==> src/adcrm_defs.vh <==
`ifndef ADCRM_DEFS_VH
`define ADCRM_DEFS_VH
// register select codes
`define ADCRM_SEL_STATUS   4'h0
`define ADCRM_SEL_CONVERTER_CONTROL_FIRST    4'h1
`define ADCRM_SEL_PINS     4'h2
`define ADCRM_SEL_GAIN     4'h3
`define ADCRM_SEL_RESULT   4'h4
`define ADCRM_SEL_SYSZERO  4'h5
`define ADCRM_SEL_SYSSPAN  4'h6
`define ADCRM_SEL_SELFZERO 4'h7
`define ADCRM_SEL_SELFSPAN 4'h8
`define ADCRM_SEL_LAST     4'h8
// power-on values
`define ADCRM_RST_STATUS   8'h00
`define ADCRM_RST_CONVERTER_CONTROL_FIRST    8'h02
`define ADCRM_RST_PINS     8'h0F
`define ADCRM_RST_GAIN     8'h1E
`define ADCRM_RST_WIDE     24'h000000
// writable masks (reserved bits cleared)
`define ADCRM_MASK_CONVERTER_CONTROL_FIRST   8'hFE
`define ADCRM_MASK_PINS    8'hFF
`define ADCRM_MASK_GAIN    8'hFE
// command byte fields
`define ADCRM_CMD_START    7
`define ADCRM_CMD_MODE     6
`define ADCRM_CMD_ZERO     5
`define ADCRM_CMD_SEL_HI   4
`define ADCRM_CMD_SEL_LO   1
`define ADCRM_CMD_READ     0
// status bit positions
`define ADCRM_ST_CALOR     7
`define ADCRM_ST_RATE_HI   6
`define ADCRM_ST_RATE_LO   4
`define ADCRM_ST_OVER      3
`define ADCRM_ST_UNDER     2
`define ADCRM_ST_BUSY      1
`define ADCRM_ST_READY     0
// frame lengths in serial clocks
`define ADCRM_CMD_BITS     5'd8
`define ADCRM_NARROW_BITS  5'd8
`define ADCRM_WIDE_BITS    5'd24
`endif

==> src/adcrm_sync.v <==
`timescale 1ns/10ps
// two-flop synchroniser for pins that arrive from outside
module adcrm_sync #(
   parameter WIDTH = 1
) (
   input  wire             i_clk,
   input  wire             i_rst,
   input  wire [WIDTH-1:0] i_async,
   output wire [WIDTH-1:0] o_sync
);
   reg [WIDTH-1:0] meta_q;
   reg [WIDTH-1:0] sync_q;
   always @(posedge i_clk or posedge i_rst) begin
      if (i_rst) begin
         meta_q <= {WIDTH{1'b0}};
         sync_q <= {WIDTH{1'b0}};
      end else begin
         meta_q <= i_async;
         sync_q <= meta_q;
      end
   end
   assign o_sync = sync_q;
endmodule // adcrm_sync

==> src/adcrm_shift.v <==
`timescale 1ns/10ps
// msb-first shifter: bits enter on sclk rise, leave on sclk fall
module adcrm_shift (
   input  wire        i_clk,
   input  wire        i_rst,
   input  wire        i_frame,
   input  wire        i_rise,
   input  wire        i_fall,
   input  wire        i_din,
   input  wire        i_load,
   input  wire [23:0] i_load_data,
   output wire [23:0] o_rx,
   output wire        o_tx
);
   reg [23:0] rx_q;
   reg [23:0] tx_q;
   always @(posedge i_clk or posedge i_rst) begin
      if (i_rst) begin
         rx_q <= 24'h000000;
         tx_q <= 24'h000000;
      end else begin
         if (!i_frame)
            rx_q <= 24'h000000;
         else if (i_rise)
            rx_q <= {rx_q[22:0], i_din};
         if (i_load)
            tx_q <= i_load_data;
         else if (i_fall)
            tx_q <= {tx_q[22:0], 1'b0};
      end
   end
   assign o_rx = rx_q;
   assign o_tx = tx_q[23];
endmodule // adcrm_shift

==> src/adcrm_regmap.v <==
`timescale 1ns/10ps
`include "adcrm_defs.vh"
// Overview of operation
// - decode select codes 0x0..0x8 to registers
// - read-only status register at code 0x0
// - first control register at code 0x1
// - pin direction and value register 0x2
// - gain and correction skip register 0x3
// - read-only 24-bit result at code 0x4
// - busy, ready, over/under flags in status
// - result shifted msb first, change on falls
module adcrm_regmap (
   input  wire        i_clk,
   input  wire        i_rst,
   input  wire        i_cs_n,
   input  wire        i_sclk,
   input  wire        i_din,
   input  wire        i_conv_busy,
   input  wire        i_result_valid,
   input  wire [23:0] i_result,
   input  wire        i_over,
   input  wire        i_under,
   input  wire        i_cal_over,
   input  wire [2:0]  i_last_rate,
   input  wire [3:0]  i_pin_in,
   output reg         o_dout,
   output reg         o_dout_oe_n,
   output reg  [7:0]  o_converter_control_first,
   output reg  [3:0]  o_pin_dir,
   output reg  [3:0]  o_pin_value,
   output reg  [7:0]  o_gain_ctrl,
   output reg  [23:0] o_sys_zero,
   output reg  [23:0] o_sys_span,
   output reg  [23:0] o_self_zero,
   output reg  [23:0] o_self_span,
   output reg         o_result_read
);
   localparam ST_IDLE = 2'd0;
   localparam ST_CMD  = 2'd1;
   localparam ST_DATA = 2'd2;
   localparam ST_DONE = 2'd3;
   // pin register halves: direction in the high nibble, value in the low
   localparam [7:0] PINS_RST = `ADCRM_RST_PINS;

   wire        sel_s;
   wire        sclk_s;
   wire        din_s;
   wire [3:0]  pin_s;
   wire [23:0] rx;
   wire        tx;
   reg         sclk_q;
   reg  [1:0]  state_q;
   reg  [4:0]  cnt_q;
   reg  [4:0]  len_q;
   reg  [3:0]  sel_q;
   reg         rd_q;
   reg         load_q;
   reg  [23:0] load_data_q;
   reg  [23:0] result_q;
   reg         ready_q;
   reg  [7:0]  status;
   reg  [23:0] read_word;
   reg         sel_ok;
   reg         sel_wide;
   wire        frame;
   wire        rise;
   wire        fall;
   wire        cmd_ok;
   wire        cmd_last;
   wire        data_last;
   wire        wr_commit;
   wire [3:0]  pin_rd;
   genvar      g;

   // select enters inverted, so the synchroniser's cleared state means deselected
   adcrm_sync #(.WIDTH(7)) u_sync (
      .i_clk   (i_clk),
      .i_rst   (i_rst),
      .i_async ({~i_cs_n, i_sclk, i_din, i_pin_in}),
      .o_sync  ({sel_s, sclk_s, din_s, pin_s})
   );

   assign frame = sel_s;
   assign rise  = frame & sclk_s & ~sclk_q;
   assign fall  = frame & ~sclk_s & sclk_q;

   adcrm_shift u_shift (
      .i_clk       (i_clk),
      .i_rst       (i_rst),
      .i_frame     (frame),
      .i_rise      (rise),
      .i_fall      (fall),
      .i_din       (din_s),
      .i_load      (load_q),
      .i_load_data (load_data_q),
      .o_rx        (rx),
      .o_tx        (tx)
   );

   // command byte with the newest bit still arriving
   wire [7:0] cmd_byte = {rx[6:0], din_s};
   wire [3:0] cmd_sel  = cmd_byte[`ADCRM_CMD_SEL_HI:`ADCRM_CMD_SEL_LO];

   // only register-access command bytes are decoded here
   assign cmd_ok = cmd_byte[`ADCRM_CMD_START] & cmd_byte[`ADCRM_CMD_MODE] &
                   ~cmd_byte[`ADCRM_CMD_ZERO];

   assign cmd_last  = (cnt_q == `ADCRM_CMD_BITS - 5'd1);
   assign data_last = (cnt_q == len_q - 5'd1);
   // a write lands only on its final data rise; a frame cut short changes nothing
   assign wr_commit = rise & (state_q == ST_DATA) & ~rd_q & data_last;

   // outputs read back the stored level, inputs the pin itself
   generate
      for (g = 0; g < 4; g = g + 1) begin : g_pin_rd
         assign pin_rd[g] = o_pin_dir[g] ? o_pin_value[g] : pin_s[g];
      end
   endgenerate

   always @* begin
      status = 8'h00;
      status[`ADCRM_ST_CALOR] = i_cal_over;
      status[`ADCRM_ST_RATE_HI:`ADCRM_ST_RATE_LO] = i_last_rate;
      status[`ADCRM_ST_OVER]  = i_over;
      status[`ADCRM_ST_UNDER] = i_under;
      status[`ADCRM_ST_BUSY]  = i_conv_busy;
      status[`ADCRM_ST_READY] = ready_q;
   end

   always @* begin
      sel_ok    = 1'b1;
      sel_wide  = 1'b0;
      read_word = 24'h000000;
      case (cmd_sel)
         `ADCRM_SEL_STATUS: begin
            read_word = {status, 16'h0000};
         end
         `ADCRM_SEL_CONVERTER_CONTROL_FIRST: begin
            read_word = {o_converter_control_first & `ADCRM_MASK_CONVERTER_CONTROL_FIRST, 16'h0000};
         end
         `ADCRM_SEL_PINS: begin
            read_word = {o_pin_dir, pin_rd, 16'h0000};
         end
         `ADCRM_SEL_GAIN: begin
            read_word = {o_gain_ctrl & `ADCRM_MASK_GAIN, 16'h0000};
         end
         `ADCRM_SEL_RESULT: begin
            sel_wide  = 1'b1;
            read_word = result_q;
         end
         `ADCRM_SEL_SYSZERO: begin
            sel_wide  = 1'b1;
            read_word = o_sys_zero;
         end
         `ADCRM_SEL_SYSSPAN: begin
            sel_wide  = 1'b1;
            read_word = o_sys_span;
         end
         `ADCRM_SEL_SELFZERO: begin
            sel_wide  = 1'b1;
            read_word = o_self_zero;
         end
         `ADCRM_SEL_SELFSPAN: begin
            sel_wide  = 1'b1;
            read_word = o_self_span;
         end
         default: begin
            sel_ok = 1'b0;
         end
      endcase
   end

   // a new result sets ready; the set wins over a clear by readout
   always @(posedge i_clk or posedge i_rst) begin
      if (i_rst) begin
         result_q <= `ADCRM_RST_WIDE;
         ready_q  <= 1'b0;
      end else if (i_result_valid) begin
         result_q <= i_result;
         ready_q  <= 1'b1;
      end else if (o_result_read) begin
         ready_q  <= 1'b0;
      end
   end

   always @(posedge i_clk or posedge i_rst) begin
      if (i_rst) begin
         o_converter_control_first     <= `ADCRM_RST_CONVERTER_CONTROL_FIRST;
         o_pin_dir   <= PINS_RST[7:4];
         o_pin_value <= PINS_RST[3:0];
         o_gain_ctrl <= `ADCRM_RST_GAIN;
         o_sys_zero  <= `ADCRM_RST_WIDE;
         o_sys_span  <= `ADCRM_RST_WIDE;
         o_self_zero <= `ADCRM_RST_WIDE;
         o_self_span <= `ADCRM_RST_WIDE;
      end else if (wr_commit) begin
         // rx kept shifting through the data phase, so its low bits hold the word
         case (sel_q)
            `ADCRM_SEL_CONVERTER_CONTROL_FIRST: begin
               o_converter_control_first <= {rx[6:0], din_s} & `ADCRM_MASK_CONVERTER_CONTROL_FIRST;
            end
            `ADCRM_SEL_PINS: begin
               o_pin_dir   <= rx[6:3];
               o_pin_value <= {rx[2:0], din_s};
            end
            `ADCRM_SEL_GAIN: begin
               o_gain_ctrl <= {rx[6:0], din_s} & `ADCRM_MASK_GAIN;
            end
            `ADCRM_SEL_SYSZERO: begin
               o_sys_zero <= {rx[22:0], din_s};
            end
            `ADCRM_SEL_SYSSPAN: begin
               o_sys_span <= {rx[22:0], din_s};
            end
            `ADCRM_SEL_SELFZERO: begin
               o_self_zero <= {rx[22:0], din_s};
            end
            `ADCRM_SEL_SELFSPAN: begin
               o_self_span <= {rx[22:0], din_s};
            end
            default: begin
               // status and result are read-only: the write is dropped
            end
         endcase
      end
   end

   always @(posedge i_clk or posedge i_rst) begin
      if (i_rst) begin
         sclk_q        <= 1'b0;
         state_q       <= ST_IDLE;
         cnt_q         <= 5'd0;
         len_q         <= 5'd0;
         sel_q         <= 4'h0;
         rd_q          <= 1'b0;
         load_q        <= 1'b0;
         load_data_q   <= 24'h000000;
         o_dout        <= 1'b1;
         o_dout_oe_n   <= 1'b1;
         o_result_read <= 1'b0;
      end else begin
         sclk_q        <= sclk_s;
         load_q        <= 1'b0;
         o_result_read <= 1'b0;
         o_dout_oe_n   <= ~frame;
         if (!frame) begin
            state_q <= ST_IDLE;
            cnt_q   <= 5'd0;
            o_dout  <= 1'b1;
         end else begin
            case (state_q)
               ST_IDLE: begin
                  state_q <= ST_CMD;
                  // low dout signals a waiting result during the command byte
                  o_dout  <= ~ready_q;
               end
               ST_CMD: begin
                  if (fall)
                     o_dout <= ~ready_q;
                  if (rise) begin
                     cnt_q <= cnt_q + 5'd1;
                     // the read word loads one edge later, long before the first fall
                     if (cmd_last) begin
                        cnt_q <= 5'd0;
                        if (cmd_ok && sel_ok) begin
                           state_q     <= ST_DATA;
                           sel_q       <= cmd_sel;
                           rd_q        <= cmd_byte[`ADCRM_CMD_READ];
                           len_q       <= sel_wide ? `ADCRM_WIDE_BITS : `ADCRM_NARROW_BITS;
                           load_q      <= 1'b1;
                           load_data_q <= read_word;
                        end else begin
                           state_q <= ST_DONE;
                        end
                     end
                  end
               end
               ST_DATA: begin
                  if (fall && rd_q)
                     o_dout <= tx;
                  if (rise) begin
                     cnt_q <= cnt_q + 5'd1;
                     if (data_last) begin
                        state_q <= ST_DONE;
                        if (rd_q && sel_q == `ADCRM_SEL_RESULT)
                           o_result_read <= 1'b1;
                     end
                  end
               end
               ST_DONE: begin
                  o_dout <= 1'b1;
               end
               default: begin
                  state_q <= ST_IDLE;
               end
            endcase
         end
      end
   end
endmodule // adcrm_regmap

==> config.mk <==
export PLATFORM = sky130hd
export DESIGN_NAME = adcrm_regmap
export DESIGN_NICKNAME = d
export VERILOG_FILES = /design/src/adcrm_sync.v /design/src/adcrm_shift.v /design/src/adcrm_regmap.v
export VERILOG_INCLUDE_DIRS = /design/src
export SDC_FILE = /design/constraint.sdc
export NUM_CORES = 1
export LEC_CHECK = 0
export BUFFER_PORTS_ARGS = -buffer_cell sky130_fd_sc_hd__buf_4
export CELL_PAD_IN_SITES_DETAIL_PLACEMENT = 0
export CELL_PAD_IN_SITES_GLOBAL_PLACEMENT = 1
export CORE_MARGIN = 10
export CORE_UTILIZATION = 49
export CTS_CLUSTER_DIAMETER = 50
export DETAILED_ROUTE_END_ITERATION = 10
export PLACE_DENSITY_LB_ADDON = 0.08
export SYNTH_ARGS = -nofsm -noshare
export SYNTH_HDL_FRONTEND = slang
export SYNTH_SLANG_ARGS = --single-unit
==> constraint.sdc <==
create_clock -name i_clk -period 27 [get_ports i_clk]
set_input_delay 5.4 -clock i_clk [delete_from_list [all_inputs] [get_ports i_clk]]
set_output_delay 5.4 -clock i_clk [all_outputs]
set_load 0.02 [all_outputs]
=== Word-level counts from Yosys, hierarchy flattened ===
Cells that the tools add are included.

* Output and inout bits: 123
* Word-level logic and storage cells: 133
* Register bits: 250

* Reductions and logical operators: 20
* Add/subtract/negate cells: 2
* Bitwise logic cells: 16
* Muxes and demuxes: 40
* Eq/ne operators: 30

{| class="wikitable"
|+ Operators by type and width
! cell !! number
|-
| 24-bit one-hot mux with 9 select lines || 1
|-
| 24-bit two-way mux || 2
|-
| 23-bit two-way mux || 2
|-
| 4-bit by 3-bit equality test with 1-bit output (second input constant) || 8
|-
| 5-bit two-way mux || 5
|-
| 1-bit two-way mux || 22
|-
| 3-bit != test (second input constant) || 7
|-
| 4-bit by 2-bit equality test with 1-bit output (second input constant) || 4
|-
| 2-bit AND reduction || 8
|-
| 2-bit two-way mux || 5
|-
| 5-bit one-hot mux with 2 select lines || 1
|-
| 5-bit AND reduction || 2
|-
| 1-bit bitwise AND || 9
|-
| 9-bit OR reduction || 1
|-
| 4-bit by 1-bit equality test with 1-bit output (second input constant) || 2
|-
| 4-bit equality test (second input constant) || 2
|-
| 1-bit NOT || 7
|-
| 2-bit one-hot mux with 3 select lines || 1
|-
| 5-bit by 1-bit adder with 5-bit output (second input constant) || 1
|-
| 5-bit by 3-bit equality test with 1-bit output (second input constant) || 1
|-
| 5-bit equality test || 1
|-
| 5-bit OR reduction || 1
|-
| 5-bit by 1-bit subtractor with 5-bit output (second input constant) || 1
|-
| 2-bit equality test (second input constant) || 2
|-
| other kinds (9) || 12
|}

=== Depth between registers and ports, before layout ===
Gate-level depths: netlist of run 1.

* Depth in word-level cells: 9
* Depth in mapped cells: 9

=== Cells and area by module ===
From an unflattened synthesis of run 1, not the netlist that was laid out.

* Cells, all modules: 860
* Area, all modules: 11114.4 sq um

{| class="wikitable"
|+ By module, submodules not included
! module !! cells an instance !! seq. area each (sq um) !! instances !! area an instance (sq um)
|-
| adcrm_regmap || 663 || 4668.2 || 1 || 8582.0
|-
| adcrm_shift || 182 || 1201.2 || 1 || 2178.3
|-
| adcrm_sync || 15 || 350.3 || 1 || 354.1
|}

=== Worst setup path before layout of run 1 ===
OpenSTA, ideal clock, no wires.

* Path type: input to register
* Start: input i_result_valid
* End: register result_q[10]
* Slack: 20.525 ns
* Arrival: 6.350 ns
* Stages on the path: 3
* Required time: 26.875 ns
* Buffers on the path: 2
* Cell sequence: clkbuf_1 > clkbuf_1 > mux2_2

{| class="wikitable"
|+ RTL lines
! element !! RTL line !! text
|-
| start: declaration || adcrm_regmap.v:19 || <nowiki>input wire i_result_valid,</nowiki>
|-
| end signal: assignment || adcrm_regmap.v:176 || <nowiki>result_q <= `ADCRM_RST_WIDE;</nowiki>
|-
| end signal: assignment || adcrm_regmap.v:179 || <nowiki>result_q <= i_result;</nowiki>
|-
| end: declaration || adcrm_regmap.v:59 || <nowiki>reg [23:0] result_q;</nowiki>
|}

No word-level cell between the ends.

=== Worst setup path in the final report of run 1 ===
* Start: register o_pin_value[0]
* End: output o_pin_value[0]

{| class="wikitable"
|+ RTL lines
! element !! RTL line !! text
|-
| start: declaration || adcrm_regmap.v:30 || <nowiki>output reg [3:0] o_pin_value,</nowiki>
|-
| start signal: assignment || adcrm_regmap.v:190 || <nowiki>o_pin_value <= PINS_RST[3:0];</nowiki>
|-
| start signal: assignment || adcrm_regmap.v:204 || <nowiki>o_pin_value <= {rx[2:0], din_s};</nowiki>
|}

No word-level cell between the ends.

==> impl_metrics.prom, run 1 <==
# TYPE chip_impl_metric gauge
chip_impl_metric{name="place_inst",unit=""} 1275
chip_impl_metric{name="min_period_over_period",unit="%"} 24.7
chip_impl_info{name="status",value="complete, no violations"} 1
chip_impl_metric{name="finish.cell_count_without_fillers",unit=""} 1329
chip_impl_metric{name="drt.antenna.violating_nets",unit=""} 0
chip_impl_info{name="startpoint_type",value="register"} 1
chip_impl_metric{name="avgRoutedWirePerCell",unit="µm"} 23.6
chip_impl_metric{name="power.share.clock",unit="%"} 45.9
chip_impl_metric{name="layout_min_cycle_time",unit="ns"} 6.66
chip_impl_metric{name="switchingPower",unit="µW"} 192
chip_impl_metric{name="area_growth",unit="%"} 21.6
chip_impl_metric{name="cts_htree_levels",unit=""} 1
chip_impl_info{name="critPathLaunch",value="o_pin_value[0]$_DFFE_PP1P_"} 1
chip_impl_info{name="cp_slowest_cell",value="sky130_fd_sc_hd__dfstp_2"} 1
chip_impl_metric{name="fin_hold_ws",unit="ns"} 0.348
chip_impl_metric{name="vias",unit=""} 7637
chip_impl_metric{name="seqPwrFrac",unit="%"} 47.6
chip_impl_metric{name="count_of_flip_flops_with_a_built_in_enable_after_synthesis",unit=""} 0
chip_impl_metric{name="netlist.area_leader.share",unit="%"} 54.3
chip_impl_metric{name="drtPass1Iterations",unit=""} 4
chip_impl_metric{name="final-max-slew-violation-count",unit=""} 0
chip_impl_metric{name="drt-vias-per-instance",unit=""} 5.75
chip_impl_info{name="regToRegStartpoint",value="state_q[1]$_DFFE_PP0P_"} 1
chip_impl_info{name="synth_flop_cell",value="sky130_fd_sc_hd__dfrtp_1"} 1
chip_impl_metric{name="place.gp.congestion",unit=""} 0.808
chip_impl_metric{name="tightestPinTransition",unit="ns"} 1.03
chip_impl_metric{name="sequential_area_share_after_synthesis",unit="%"} 57.0
chip_impl_info{name="synth.area.top_cells",value="sky130_fd_sc_hd__dfrtp_1, sky130_fd_sc_hd__mux2_2, sky130_fd_sc_hd__mux2i_1, sky130_fd_sc_hd__nand2_1, sky130_fd_sc_hd__dfstp_2"} 1
chip_impl_metric{name="io-pin-count",unit=""} 164
chip_impl_metric{name="finish.net_count",unit=""} 1072
chip_impl_metric{name="clock_latency",unit="ns"} 0.54
chip_impl_metric{name="async_reset_ff_share",unit="%"} 100
chip_impl_info{name="yosysMostFrequentCell",value="sky130_fd_sc_hd__dfrtp_1"} 1
chip_impl_metric{name="syn-mean-instance-area",unit="µm²"} 12.4
chip_impl_metric{name="fp.dieArea",unit="µm²"} 28600
chip_impl_info{name="hp_start",value="u_sync.meta_q[0]$_DFF_PP0_"} 1
chip_impl_info{name="timing.critical_path.max_delay_family",value="flip-flops"} 1
chip_impl_metric{name="grt_usage",unit="%"} 21.5
chip_impl_metric{name="number_of_antenna_violations_at_the_first_check_in_global_routing",unit=""} 0
chip_impl_metric{name="static-leakage-power",unit="µW"} 0.00626
chip_impl_metric{name="power.ir.vdd_worst",unit="mV"} 0.0390
chip_impl_metric{name="ys.warnings.count",unit=""} 0
chip_impl_metric{name="finalHoldViolations",unit=""} 0
chip_impl_metric{name="cts-resized-gates",unit=""} 0
chip_impl_metric{name="timing.critical_path.buf_inv",unit=""} 1
chip_impl_metric{name="yosys.cell_types.count",unit=""} 60
chip_impl_metric{name="cp_slowest_stage_delay",unit="ns"} 0.57
chip_impl_metric{name="timing.critical_path.fanout_max",unit=""} 3
chip_impl_metric{name="start_util",unit="%"} 49.8
chip_impl_metric{name="finalSetupTns",unit="ns"} 0
chip_impl_info{name="worst_setup_path_end_kind",value="output port"} 1
chip_impl_metric{name="power-per-cell-area",unit="nW/µm²"} 61.0
chip_impl_info{name="synth.top_cells.by_count",value="sky130_fd_sc_hd__dfrtp_1, sky130_fd_sc_hd__mux2_2, sky130_fd_sc_hd__nand2_1, sky130_fd_sc_hd__a21oi_1, sky130_fd_sc_hd__clkbuf_1"} 1
chip_impl_metric{name="p_comb_share",unit="%"} 6.6
chip_impl_metric{name="floorplan.rows",unit=""} 54
chip_impl_metric{name="cts.path.max_buffers",unit=""} 3
chip_impl_info{name="crit_chain",value="buf_4"} 1
chip_impl_metric{name="post-route-drc-count",unit=""} 0
chip_impl_metric{name="report.final.setup_viol",unit=""} 0
chip_impl_metric{name="core",unit="µm²"} 21800
chip_impl_metric{name="p_sw_share",unit="%"} 23.8
chip_impl_metric{name="die-width",unit="µm"} 169
chip_impl_metric{name="cts_hold_buf",unit=""} 0
chip_impl_metric{name="post_synth_instance_area",unit="µm²"} 10900
chip_impl_metric{name="max_freq",unit="MHz"} 150
chip_impl_metric{name="drt_initial_violations",unit=""} 492
chip_impl_metric{name="hpwlAfterDp",unit="µm"} 20200
chip_impl_metric{name="reg_clk_slew_reported_paths",unit="ns"} 0.06
chip_impl_metric{name="internal_power_component",unit="µW"} 615
chip_impl_info{name="rsz0062_at_grt",value="no"} 1
chip_impl_info{name="cts_tree",value="built"} 1
chip_impl_metric{name="syn_inst",unit=""} 878
chip_impl_info{name="hp-class",value="reg2reg"} 1
chip_impl_metric{name="finalWirelength",unit="µm"} 31300
chip_impl_metric{name="maxCapViolCount",unit=""} 0
chip_impl_metric{name="postSynthRegisterBits",unit=""} 247
chip_impl_metric{name="worst-endpoint-required",unit="ns"} 21.60
chip_impl_metric{name="cts_num_sinks",unit=""} 247
chip_impl_info{name="cts-root-buf",value="sky130_fd_sc_hd__clkbuf_16"} 1
chip_impl_metric{name="number_of_global_route_vias_before_repair",unit=""} 7999
chip_impl_metric{name="final.setup_skew",unit="ns"} 0.0191
chip_impl_metric{name="arrival",unit="ns"} 1.26
chip_impl_metric{name="grt_max_degree",unit=""} 122
chip_impl_metric{name="grt_first_pass_wirelength",unit="µm"} 49000
chip_impl_info{name="synth_top_area_cell",value="sky130_fd_sc_hd__dfrtp_1"} 1
chip_impl_metric{name="port_buffers",unit=""} 161
chip_impl_metric{name="final_layout_size_suffix_gt1_share",unit="%"} 40.1
chip_impl_metric{name="num_antenna_cells",unit=""} 0
chip_impl_metric{name="relSlewSlack",unit="%"} 30.9
chip_impl_metric{name="post-cts-setup-buffers",unit=""} 0
chip_impl_metric{name="die_h",unit="µm"} 169
chip_impl_metric{name="tritoncts_buffers",unit=""} 29
chip_impl_metric{name="globalRoute.totalOverflow",unit=""} 0
chip_impl_info{name="timing.setup.critical_path_class",value="reg2out"} 1
[cell type report]
cell class                      instances  area (µm²)
Fill cell                            1790        8590
Sequential cell                       247        6190
Timing Repair Buffer                  182        1370
Inverter                               13        56.3
Multi-Input combinational cell        553        4340
Clock buffer                           39         823
Tap cell                              280         350
Clock inverter                         15        98.8
[path summary, 6_finish.rpt]
kind	endpoint	slack, ns	cells past startpoint
setup / recovery	o_pin_value[0]	20.34	1
hold / removal	u_sync.o_sync[0]$_DFF_PP0_	0.35	0
setup reg to reg	sel_q[0]$_DFFE_PP0P_	23.77	8
hold reg to reg	u_sync.o_sync[0]$_DFF_PP0_	0.35	0
max in group asynchronous	o_sys_span[3]$_DFFE_PP0P_	20.53	3
min in group asynchronous	o_sys_zero[18]$_DFFE_PP0P_	5.01	2
[registers in the layout (all words and copies together) (netlist names), 7 cells and up]
signal                     flops
load_data_q                   24
o_converter_control_first      7
o_gain_ctrl                    7
o_self_span                   24
o_self_zero                   24
o_sys_span                    24
o_sys_zero                    24
result_q                      24
u_shift.o_rx                  23
u_shift.tx_q                  24
u_sync.meta_q                  7
u_sync.o_sync                  7
[power groups by stage]
stage	clock network (µW)	registers, µW	logic [µW]
after global placement	0	390	53.1
after CTS	375	384	53.9
after floorplan	0	389	37.0
final	370	384	52.9
after global routing	393	384	59.3
after detailed placement	0	390	53.5
[stage by stage]
stage | area (µm²) | power (µW) | worst slack (ns) | util (%)
after floorplan | 10900 | 426 | 14.83 | -
after CTS | 13200 | 813 | 20.33 | 60.6
after global routing | 13200 | 837 | 20.23 | 60.6
final | 13200 | 807 | 20.34 | 60.6
after global placement | 12300 | 443 | 19.88 | 56.4
after detailed placement | 12300 | 444 | 19.90 | 56.4
[cells by family after synthesis]
group / count (synthesis) / synth area share [%]
compound gates: 171 / 10.2
xor+xnor: 2 / 0.161
fa+ha+maj: 5 / 0.575
buf+inv: 79 / 3.47
flops: 247 / 57.0
mux: 197 / 20.2
other cells: 1 / 0.0345
simple gates: 176 / 8.46
[per-layer routing]
layer | vias to the layer above | GRT usage [%] | part of all wire, %
met4 | 0 | 3.53 | 1.2
met1 | 3965 | 30.4 | 46
met5 | - | 0 | 0
met2 | 168 | 33.8 | 47
met3 | 33 | 4.65 | 5.4
li1 | 3471 | - | -
[cell usage in the layout, fill, tap and decap left out, types with 5 or more instances in the layout]
master                      count
sky130_fd_sc_hd__dfrtp_1      236
sky130_fd_sc_hd__buf_4        182
sky130_fd_sc_hd__mux2_2       155
sky130_fd_sc_hd__nand2_1      103
sky130_fd_sc_hd__a21oi_1       53
sky130_fd_sc_hd__mux2i_1       39
sky130_fd_sc_hd__o21ai_0       32
sky130_fd_sc_hd__a22oi_1       32
sky130_fd_sc_hd__clkbuf_16     29
sky130_fd_sc_hd__a41oi_1       16
sky130_fd_sc_hd__nor2_1        13
sky130_fd_sc_hd__inv_1         12
sky130_fd_sc_hd__nand3b_1      11
sky130_fd_sc_hd__dfstp_2       11
sky130_fd_sc_hd__clkinv_2       8
sky130_fd_sc_hd__nor3b_1        6
sky130_fd_sc_hd__clkbuf_8       6
sky130_fd_sc_hd__a31oi_1        5
sky130_fd_sc_hd__ha_1           5
(Power assumes the default switching activity.)
==> inputs of run 2 (changes only) <==
- CORE_UTILIZATION: 49 -> 46
- clock period: 27 -> 6.9 ns (I/O delays scaled with it)
==> impl_metrics.prom, run 2 (synthesis results as in run 1) <==
# TYPE chip_impl_metric gauge
chip_impl_metric{name="start_util",unit="%"} 46.5
chip_impl_metric{name="die-width",unit="µm"} 174
chip_impl_metric{name="port_buffers",unit=""} 161
chip_impl_metric{name="maxCapViolCount",unit=""} 0
chip_impl_metric{name="relSlewSlack",unit="%"} 24.6
chip_impl_metric{name="worst-endpoint-required",unit="ns"} 7.35
chip_impl_info{name="startpoint_type",value="register"} 1
chip_impl_info{name="hp_start",value="u_sync.meta_q[6]$_DFF_PP0_"} 1
chip_impl_metric{name="drt-vias-per-instance",unit=""} 5.63
chip_impl_metric{name="final.setup_skew",unit="ns"} 0.0212
chip_impl_metric{name="die_h",unit="µm"} 174
chip_impl_metric{name="arrival",unit="ns"} 3.63
chip_impl_metric{name="post-cts-setup-buffers",unit=""} 0
chip_impl_metric{name="timing.critical_path.buf_inv",unit=""} 1
chip_impl_metric{name="finalHoldViolations",unit=""} 0
chip_impl_info{name="critPathLaunch",value="u_shift.o_rx[2]$_DFFE_PP0P_"} 1
chip_impl_metric{name="finalWirelength",unit="µm"} 32100
chip_impl_info{name="hp-class",value="reg2reg"} 1
chip_impl_metric{name="static-leakage-power",unit="µW"} 0.00627
chip_impl_metric{name="number_of_global_route_vias_before_repair",unit=""} 7787
chip_impl_info{name="cp_slowest_cell",value="sky130_fd_sc_hd__and3_1"} 1
chip_impl_info{name="crit_chain",value="buf_4 > nor2b_1 > and3_1 > a22oi_1 > a41oi_1"} 1
chip_impl_metric{name="post-route-drc-count",unit=""} 0
chip_impl_metric{name="max_freq",unit="MHz"} 315
chip_impl_info{name="timing.critical_path.max_delay_family",value="simple AND/OR/NAND/NOR gates"} 1
chip_impl_metric{name="grt_usage",unit="%"} 20.4
chip_impl_metric{name="drt.antenna.violating_nets",unit=""} 0
chip_impl_metric{name="cts_num_sinks",unit=""} 247
chip_impl_metric{name="globalRoute.totalOverflow",unit=""} 0
chip_impl_metric{name="vias",unit=""} 7693
chip_impl_metric{name="min_period_over_period",unit="%"} 46.0
chip_impl_metric{name="io-pin-count",unit=""} 164
chip_impl_metric{name="drt_initial_violations",unit=""} 458
chip_impl_info{name="status",value="complete, no violations"} 1
chip_impl_metric{name="avgRoutedWirePerCell",unit="µm"} 23.5
chip_impl_metric{name="floorplan.rows",unit=""} 56
chip_impl_metric{name="report.final.setup_viol",unit=""} 0
chip_impl_metric{name="cts-resized-gates",unit=""} 0
chip_impl_info{name="cts-root-buf",value="sky130_fd_sc_hd__clkbuf_16"} 1
chip_impl_metric{name="area_growth",unit="%"} 22.9
chip_impl_metric{name="tightestPinTransition",unit="ns"} 1.13
chip_impl_metric{name="layout_min_cycle_time",unit="ns"} 3.17
chip_impl_metric{name="cts_htree_levels",unit=""} 1
chip_impl_info{name="cts_tree",value="built"} 1
chip_impl_metric{name="power.ir.vdd_worst",unit="mV"} 0.144
chip_impl_info{name="regToRegStartpoint",value="u_shift.o_rx[2]$_DFFE_PP0P_"} 1
chip_impl_metric{name="fin_hold_ws",unit="ns"} 0.345
chip_impl_metric{name="cts_hold_buf",unit=""} 0
chip_impl_metric{name="finish.net_count",unit=""} 1072
chip_impl_metric{name="final_layout_size_suffix_gt1_share",unit="%"} 39.9
chip_impl_metric{name="grt_first_pass_wirelength",unit="µm"} 49000
chip_impl_metric{name="clock_latency",unit="ns"} 0.55
chip_impl_metric{name="power-per-cell-area",unit="nW/µm²"} 247
chip_impl_metric{name="finalSetupTns",unit="ns"} 0
chip_impl_info{name="worst_setup_path_end_kind",value="register"} 1
chip_impl_metric{name="fp.dieArea",unit="µm²"} 30200
chip_impl_metric{name="reg_clk_slew_reported_paths",unit="ns"} 0.06
chip_impl_metric{name="num_antenna_cells",unit=""} 0
chip_impl_metric{name="grt_max_degree",unit=""} 172
chip_impl_metric{name="tritoncts_buffers",unit=""} 31
chip_impl_metric{name="core",unit="µm²"} 23400
chip_impl_metric{name="number_of_antenna_violations_at_the_first_check_in_global_routing",unit=""} 0
chip_impl_info{name="final_common_cell",value="sky130_fd_sc_hd__dfrtp_1"} 1
chip_impl_metric{name="cp_slowest_stage_delay",unit="ns"} 0.90
chip_impl_info{name="commonest_cells_after_routing_fill_and_taps_aside",value="sky130_fd_sc_hd__dfrtp_1, sky130_fd_sc_hd__buf_4, sky130_fd_sc_hd__mux2_2, sky130_fd_sc_hd__nand2_1, sky130_fd_sc_hd__a21oi_1"} 1
chip_impl_metric{name="drtPass1Iterations",unit=""} 5
chip_impl_metric{name="cts.path.max_buffers",unit=""} 3
chip_impl_metric{name="final-max-slew-violation-count",unit=""} 0
chip_impl_info{name="rsz0062_at_grt",value="no"} 1
chip_impl_info{name="timing.setup.critical_path_class",value="reg2reg"} 1
chip_impl_metric{name="timing.critical_path.fanout_max",unit=""} 29
chip_impl_metric{name="place.gp.congestion",unit=""} 0.826
chip_impl_metric{name="hpwlAfterDp",unit="µm"} 21200
==> run 2: path summary, 6_finish.rpt <==
path                            slack [ns]  cells after the start                    endpoint
min in group asynchronous             0.71                      2    result_q[19]$_DFFE_PP0P_
max in group asynchronous             5.02                      3     result_q[3]$_DFFE_PP0P_
worst max-delay path                  3.73                      5  load_data_q[6]$_DFFE_PP0P_
worst min-delay path                  0.35                      0  u_sync.o_sync[6]$_DFF_PP0_
worst min register to register        0.35                      0  u_sync.o_sync[6]$_DFF_PP0_
worst max register to register        3.73                      5  load_data_q[6]$_DFFE_PP0P_
==> run 2: metrics by stage <==
| step | instances | utilization (%) | cell area (µm²) | total power, µW | worst slack [ns] |
|---|---|---|---|---|---|
| 6_report | 1366 | 57.1 | 13400 | 3300 | 3.73 |
| 5_1_grt | 1366 | 57.1 | 13400 | 3420 | 3.58 |
| 4_1_cts | 1366 | 57.1 | 13400 | 3330 | 3.72 |
| 3_5_place_dp | 1312 | 52.8 | 12300 | 1740 | 3.72 |
| 3_3_place_gp | 1312 | 52.8 | 12300 | 1740 | 3.79 |
| 2_1_floorplan | 879 | - | 10900 | 1670 | 2.28 |
==> run 2: metal layers <==
layer / part of all wire [%] / GRT usage [%]
met1: 46 / 28.4
met2: 47 / 32.4
met3: 5.2 / 3.70
met4: 1.6 / 4.31
met5: 0 / 0
==> run 2: cell type report <==
class	count	area (µm²)
clock inverter	14	168
tap	319	399
inverter	13	52.6
timing repair buffer	180	1360
multi-input combinational	553	4340
sequential	247	6190
clock buffer	40	850
fill	2041	10000
==> run 2: worst reg2reg max path, stage by stage (launching register included) <==
cell and delay, ns:
sky130_fd_sc_hd__dfrtp_1 0.73, sky130_fd_sc_hd__buf_4 0.45, sky130_fd_sc_hd__nor2b_1 0.59, sky130_fd_sc_hd__and3_1 0.90, sky130_fd_sc_hd__a22oi_1 0.18, sky130_fd_sc_hd__a41oi_1 0.24
==> run 2: power by group <==
part | leakage, µW | switching [µW] | internal, µW
Clock | 0.000480 | 618 | 976
Sequential | 0.00329 | 20.7 | 1480
Combinational | 0.00250 | 123 | 84.2
Total | 0.00627 | 762 | 2540
==> inputs of run 3 (changes only) <==
- CORE_UTILIZATION: 46 -> 41
- clock period: 6.9 -> 2.6 ns (I/O delays scaled with it)
==> impl_metrics.prom, run 3 (synthesis results as in run 1) <==
# TYPE chip_impl_metric gauge
chip_impl_metric{name="reg_clk_slew_reported_paths",unit="ns"} 0.06
chip_impl_metric{name="finalHoldViolations",unit=""} 0
chip_impl_metric{name="floorplan.rows",unit=""} 59
chip_impl_metric{name="core",unit="µm²"} 26100
chip_impl_metric{name="drt-vias-per-instance",unit=""} 5.44
chip_impl_metric{name="fin_hold_ws",unit="ns"} 0.0725
chip_impl_metric{name="grt_usage",unit="%"} 19.3
chip_impl_metric{name="die_h",unit="µm"} 183
chip_impl_metric{name="n_fill_cell",unit=""} 2299
chip_impl_metric{name="grt_max_degree",unit=""} 72
chip_impl_metric{name="cts_hold_buf",unit=""} 0
chip_impl_metric{name="tightestPinTransition",unit="ns"} 0.673
chip_impl_metric{name="min_period_over_period",unit="%"} 95.9
chip_impl_metric{name="routed_length_on_met1",unit="µm"} 15400
chip_impl_info{name="rsz0062_at_grt",value="no"} 1
chip_impl_metric{name="timing.critical_path.fanout_max",unit=""} 11
chip_impl_metric{name="fp.dieArea",unit="µm²"} 33400
chip_impl_metric{name="wl_met2",unit="µm"} 15300
chip_impl_metric{name="worst-endpoint-required",unit="ns"} 2.98
chip_impl_metric{name="setup_ws",unit="ns"} 0.106
chip_impl_metric{name="avgRoutedWirePerCell",unit="µm"} 23.1
chip_impl_info{name="timing.setup.critical_path_class",value="reg2reg"} 1
chip_impl_metric{name="start_util",unit="%"} 41.7
chip_impl_metric{name="die-width",unit="µm"} 183
chip_impl_info{name="cts_tree",value="built"} 1
chip_impl_metric{name="design_power_total",unit="µW"} 9610
chip_impl_metric{name="cts-resized-gates",unit=""} 0
chip_impl_metric{name="arrival",unit="ns"} 2.88
chip_impl_metric{name="num_antenna_cells",unit=""} 0
chip_impl_metric{name="max_freq",unit="MHz"} 401
chip_impl_metric{name="cts_htree_levels",unit=""} 2
chip_impl_metric{name="met3RoutedLength",unit="µm"} 1540
chip_impl_info{name="status",value="complete, no violations"} 1
chip_impl_metric{name="power.ir.vdd_worst",unit="mV"} 0.657
chip_impl_metric{name="power-per-cell-area",unit="nW/µm²"} 689
chip_impl_metric{name="cts_num_sinks",unit=""} 247
chip_impl_metric{name="report.final.setup_viol",unit=""} 0
chip_impl_info{name="startpoint_type",value="register"} 1
chip_impl_metric{name="tritoncts_buffers",unit=""} 34
chip_impl_metric{name="finish.net_count",unit=""} 1103
chip_impl_info{name="final_common_cell",value="sky130_fd_sc_hd__dfrtp_1"} 1
chip_impl_metric{name="io-pin-count",unit=""} 164
chip_impl_metric{name="drt.antenna.violating_nets",unit=""} 0
chip_impl_metric{name="final.setup_skew",unit="ns"} 0.0136
chip_impl_metric{name="maxCapViolCount",unit=""} 0
chip_impl_metric{name="dp_worst_setup_slack",unit="ns"} 0.104
chip_impl_metric{name="number_of_global_route_vias_before_repair",unit=""} 8204
chip_impl_metric{name="globalRoute.totalOverflow",unit=""} 0
chip_impl_metric{name="area_growth",unit="%"} 28.3
chip_impl_metric{name="finalSetupTns",unit="ns"} 0
chip_impl_metric{name="drtPass1Iterations",unit=""} 5
chip_impl_info{name="commonest_cells_after_routing_fill_and_taps_aside",value="sky130_fd_sc_hd__dfrtp_1, sky130_fd_sc_hd__buf_4, sky130_fd_sc_hd__mux2_2, sky130_fd_sc_hd__nand2_1, sky130_fd_sc_hd__a21oi_1"} 1
chip_impl_info{name="cts-root-buf",value="sky130_fd_sc_hd__clkbuf_16"} 1
chip_impl_info{name="worst_setup_path_end_kind",value="register"} 1
chip_impl_metric{name="place.gp.congestion",unit=""} 0.806
chip_impl_metric{name="static-leakage-power",unit="µW"} 0.00657
chip_impl_metric{name="final_util",unit="%"} 53.5
chip_impl_metric{name="relSlewSlack",unit="%"} 55.0
chip_impl_metric{name="clock_latency",unit="ns"} 0.51
chip_impl_info{name="hp-class",value="in2async"} 1
chip_impl_metric{name="cts.path.max_buffers",unit=""} 3
chip_impl_metric{name="vias",unit=""} 7709
chip_impl_metric{name="hpwlAfterDp",unit="µm"} 22300
chip_impl_metric{name="drt_initial_violations",unit=""} 607
chip_impl_metric{name="final-max-slew-violation-count",unit=""} 0
chip_impl_info{name="top_layer_used",value="met4"} 1
chip_impl_metric{name="final_layout_size_suffix_gt1_share",unit="%"} 42.1
chip_impl_metric{name="port_buffers",unit=""} 161
chip_impl_metric{name="post-cts-setup-buffers",unit=""} 0
chip_impl_metric{name="grt_first_pass_wirelength",unit="µm"} 50500
chip_impl_metric{name="number_of_antenna_violations_at_the_first_check_in_global_routing",unit=""} 0
chip_impl_metric{name="finalWirelength",unit="µm"} 32800
chip_impl_metric{name="layout_min_cycle_time",unit="ns"} 2.49
chip_impl_metric{name="post-route-drc-count",unit=""} 0
==> run 3: per-stage QoR <==
stage               instances  cell area, µm²
finish                   1418           13900
global route             1418           13900
CTS                      1418           13900
detailed placement       1356           12700
global placement         1356           12700
floorplan                 879           10900
==> run 3: critical path, cell delays in order, from the launching register on <==
cell                       delay (ns)
sky130_fd_sc_hd__dfrtp_1         0.41
sky130_fd_sc_hd__inv_1           0.09
sky130_fd_sc_hd__ha_1            0.29
sky130_fd_sc_hd__nand3b_1        0.12
sky130_fd_sc_hd__mux2_2          0.43
sky130_fd_sc_hd__nor4b_4         0.41
sky130_fd_sc_hd__buf_4           0.27
sky130_fd_sc_hd__mux2_2          0.35
==> run 3: layout make-up <==
cell class / instances / area [µm²] / area share, %
inverter: 13 / 52.6 / 0.377
timing repair buffer: 208 / 1690 / 12.1
sequential: 247 / 6190 / 44.4
multi-input combinational: 553 / 4340 / 31.1
clock buffer: 48 / 1040 / 7.44
tap: 335 / 419 / 3.00
clock inverter: 14 / 218 / 1.56
==> run 3: power by group <==
| part | leakage [µW] | internal [µW] | switching [µW] |
|---|---|---|---|
| registers | 0.00329 | 3930 | 60.1 |
| clock network | 0.000607 | 3290 | 1750 |
| logic | 0.00267 | 241 | 333 |
| total | 0.00657 | 7470 | 2150 |
==> run 3: final timing paths <==
check                                           start                    endpoint  slack, ns  depth (start not counted)
setup / recovery               state_q[0]$_DFFE_PP0P_   o_sys_span[6]$_DFFE_PP0P_       0.11                          7
hold / removal                                  i_rst  u_sync.o_sync[3]$_DFF_PP0_       0.07                          2
setup reg to reg               state_q[0]$_DFFE_PP0P_   o_sys_span[6]$_DFFE_PP0P_       0.11                          7
hold reg to reg            u_sync.meta_q[3]$_DFF_PP0_  u_sync.o_sync[3]$_DFF_PP0_       0.34                          0
max in group asynchronous                       i_rst     result_q[7]$_DFFE_PP0P_       1.77                          3
min in group i_clk                        i_pin_in[0]  u_sync.meta_q[0]$_DFF_PP0_       0.12                          1
==> run 3: per-layer routing <==
| metal | global-route usage, % | up-vias |
|---|---|---|
| li1 | - | 3531 |
| met1 | 26.7 | 3975 |
| met2 | 30.3 | 165 |
| met3 | 4.02 | 38 |
| met4 | 4.81 | 0 |
| met5 | 0 | - |
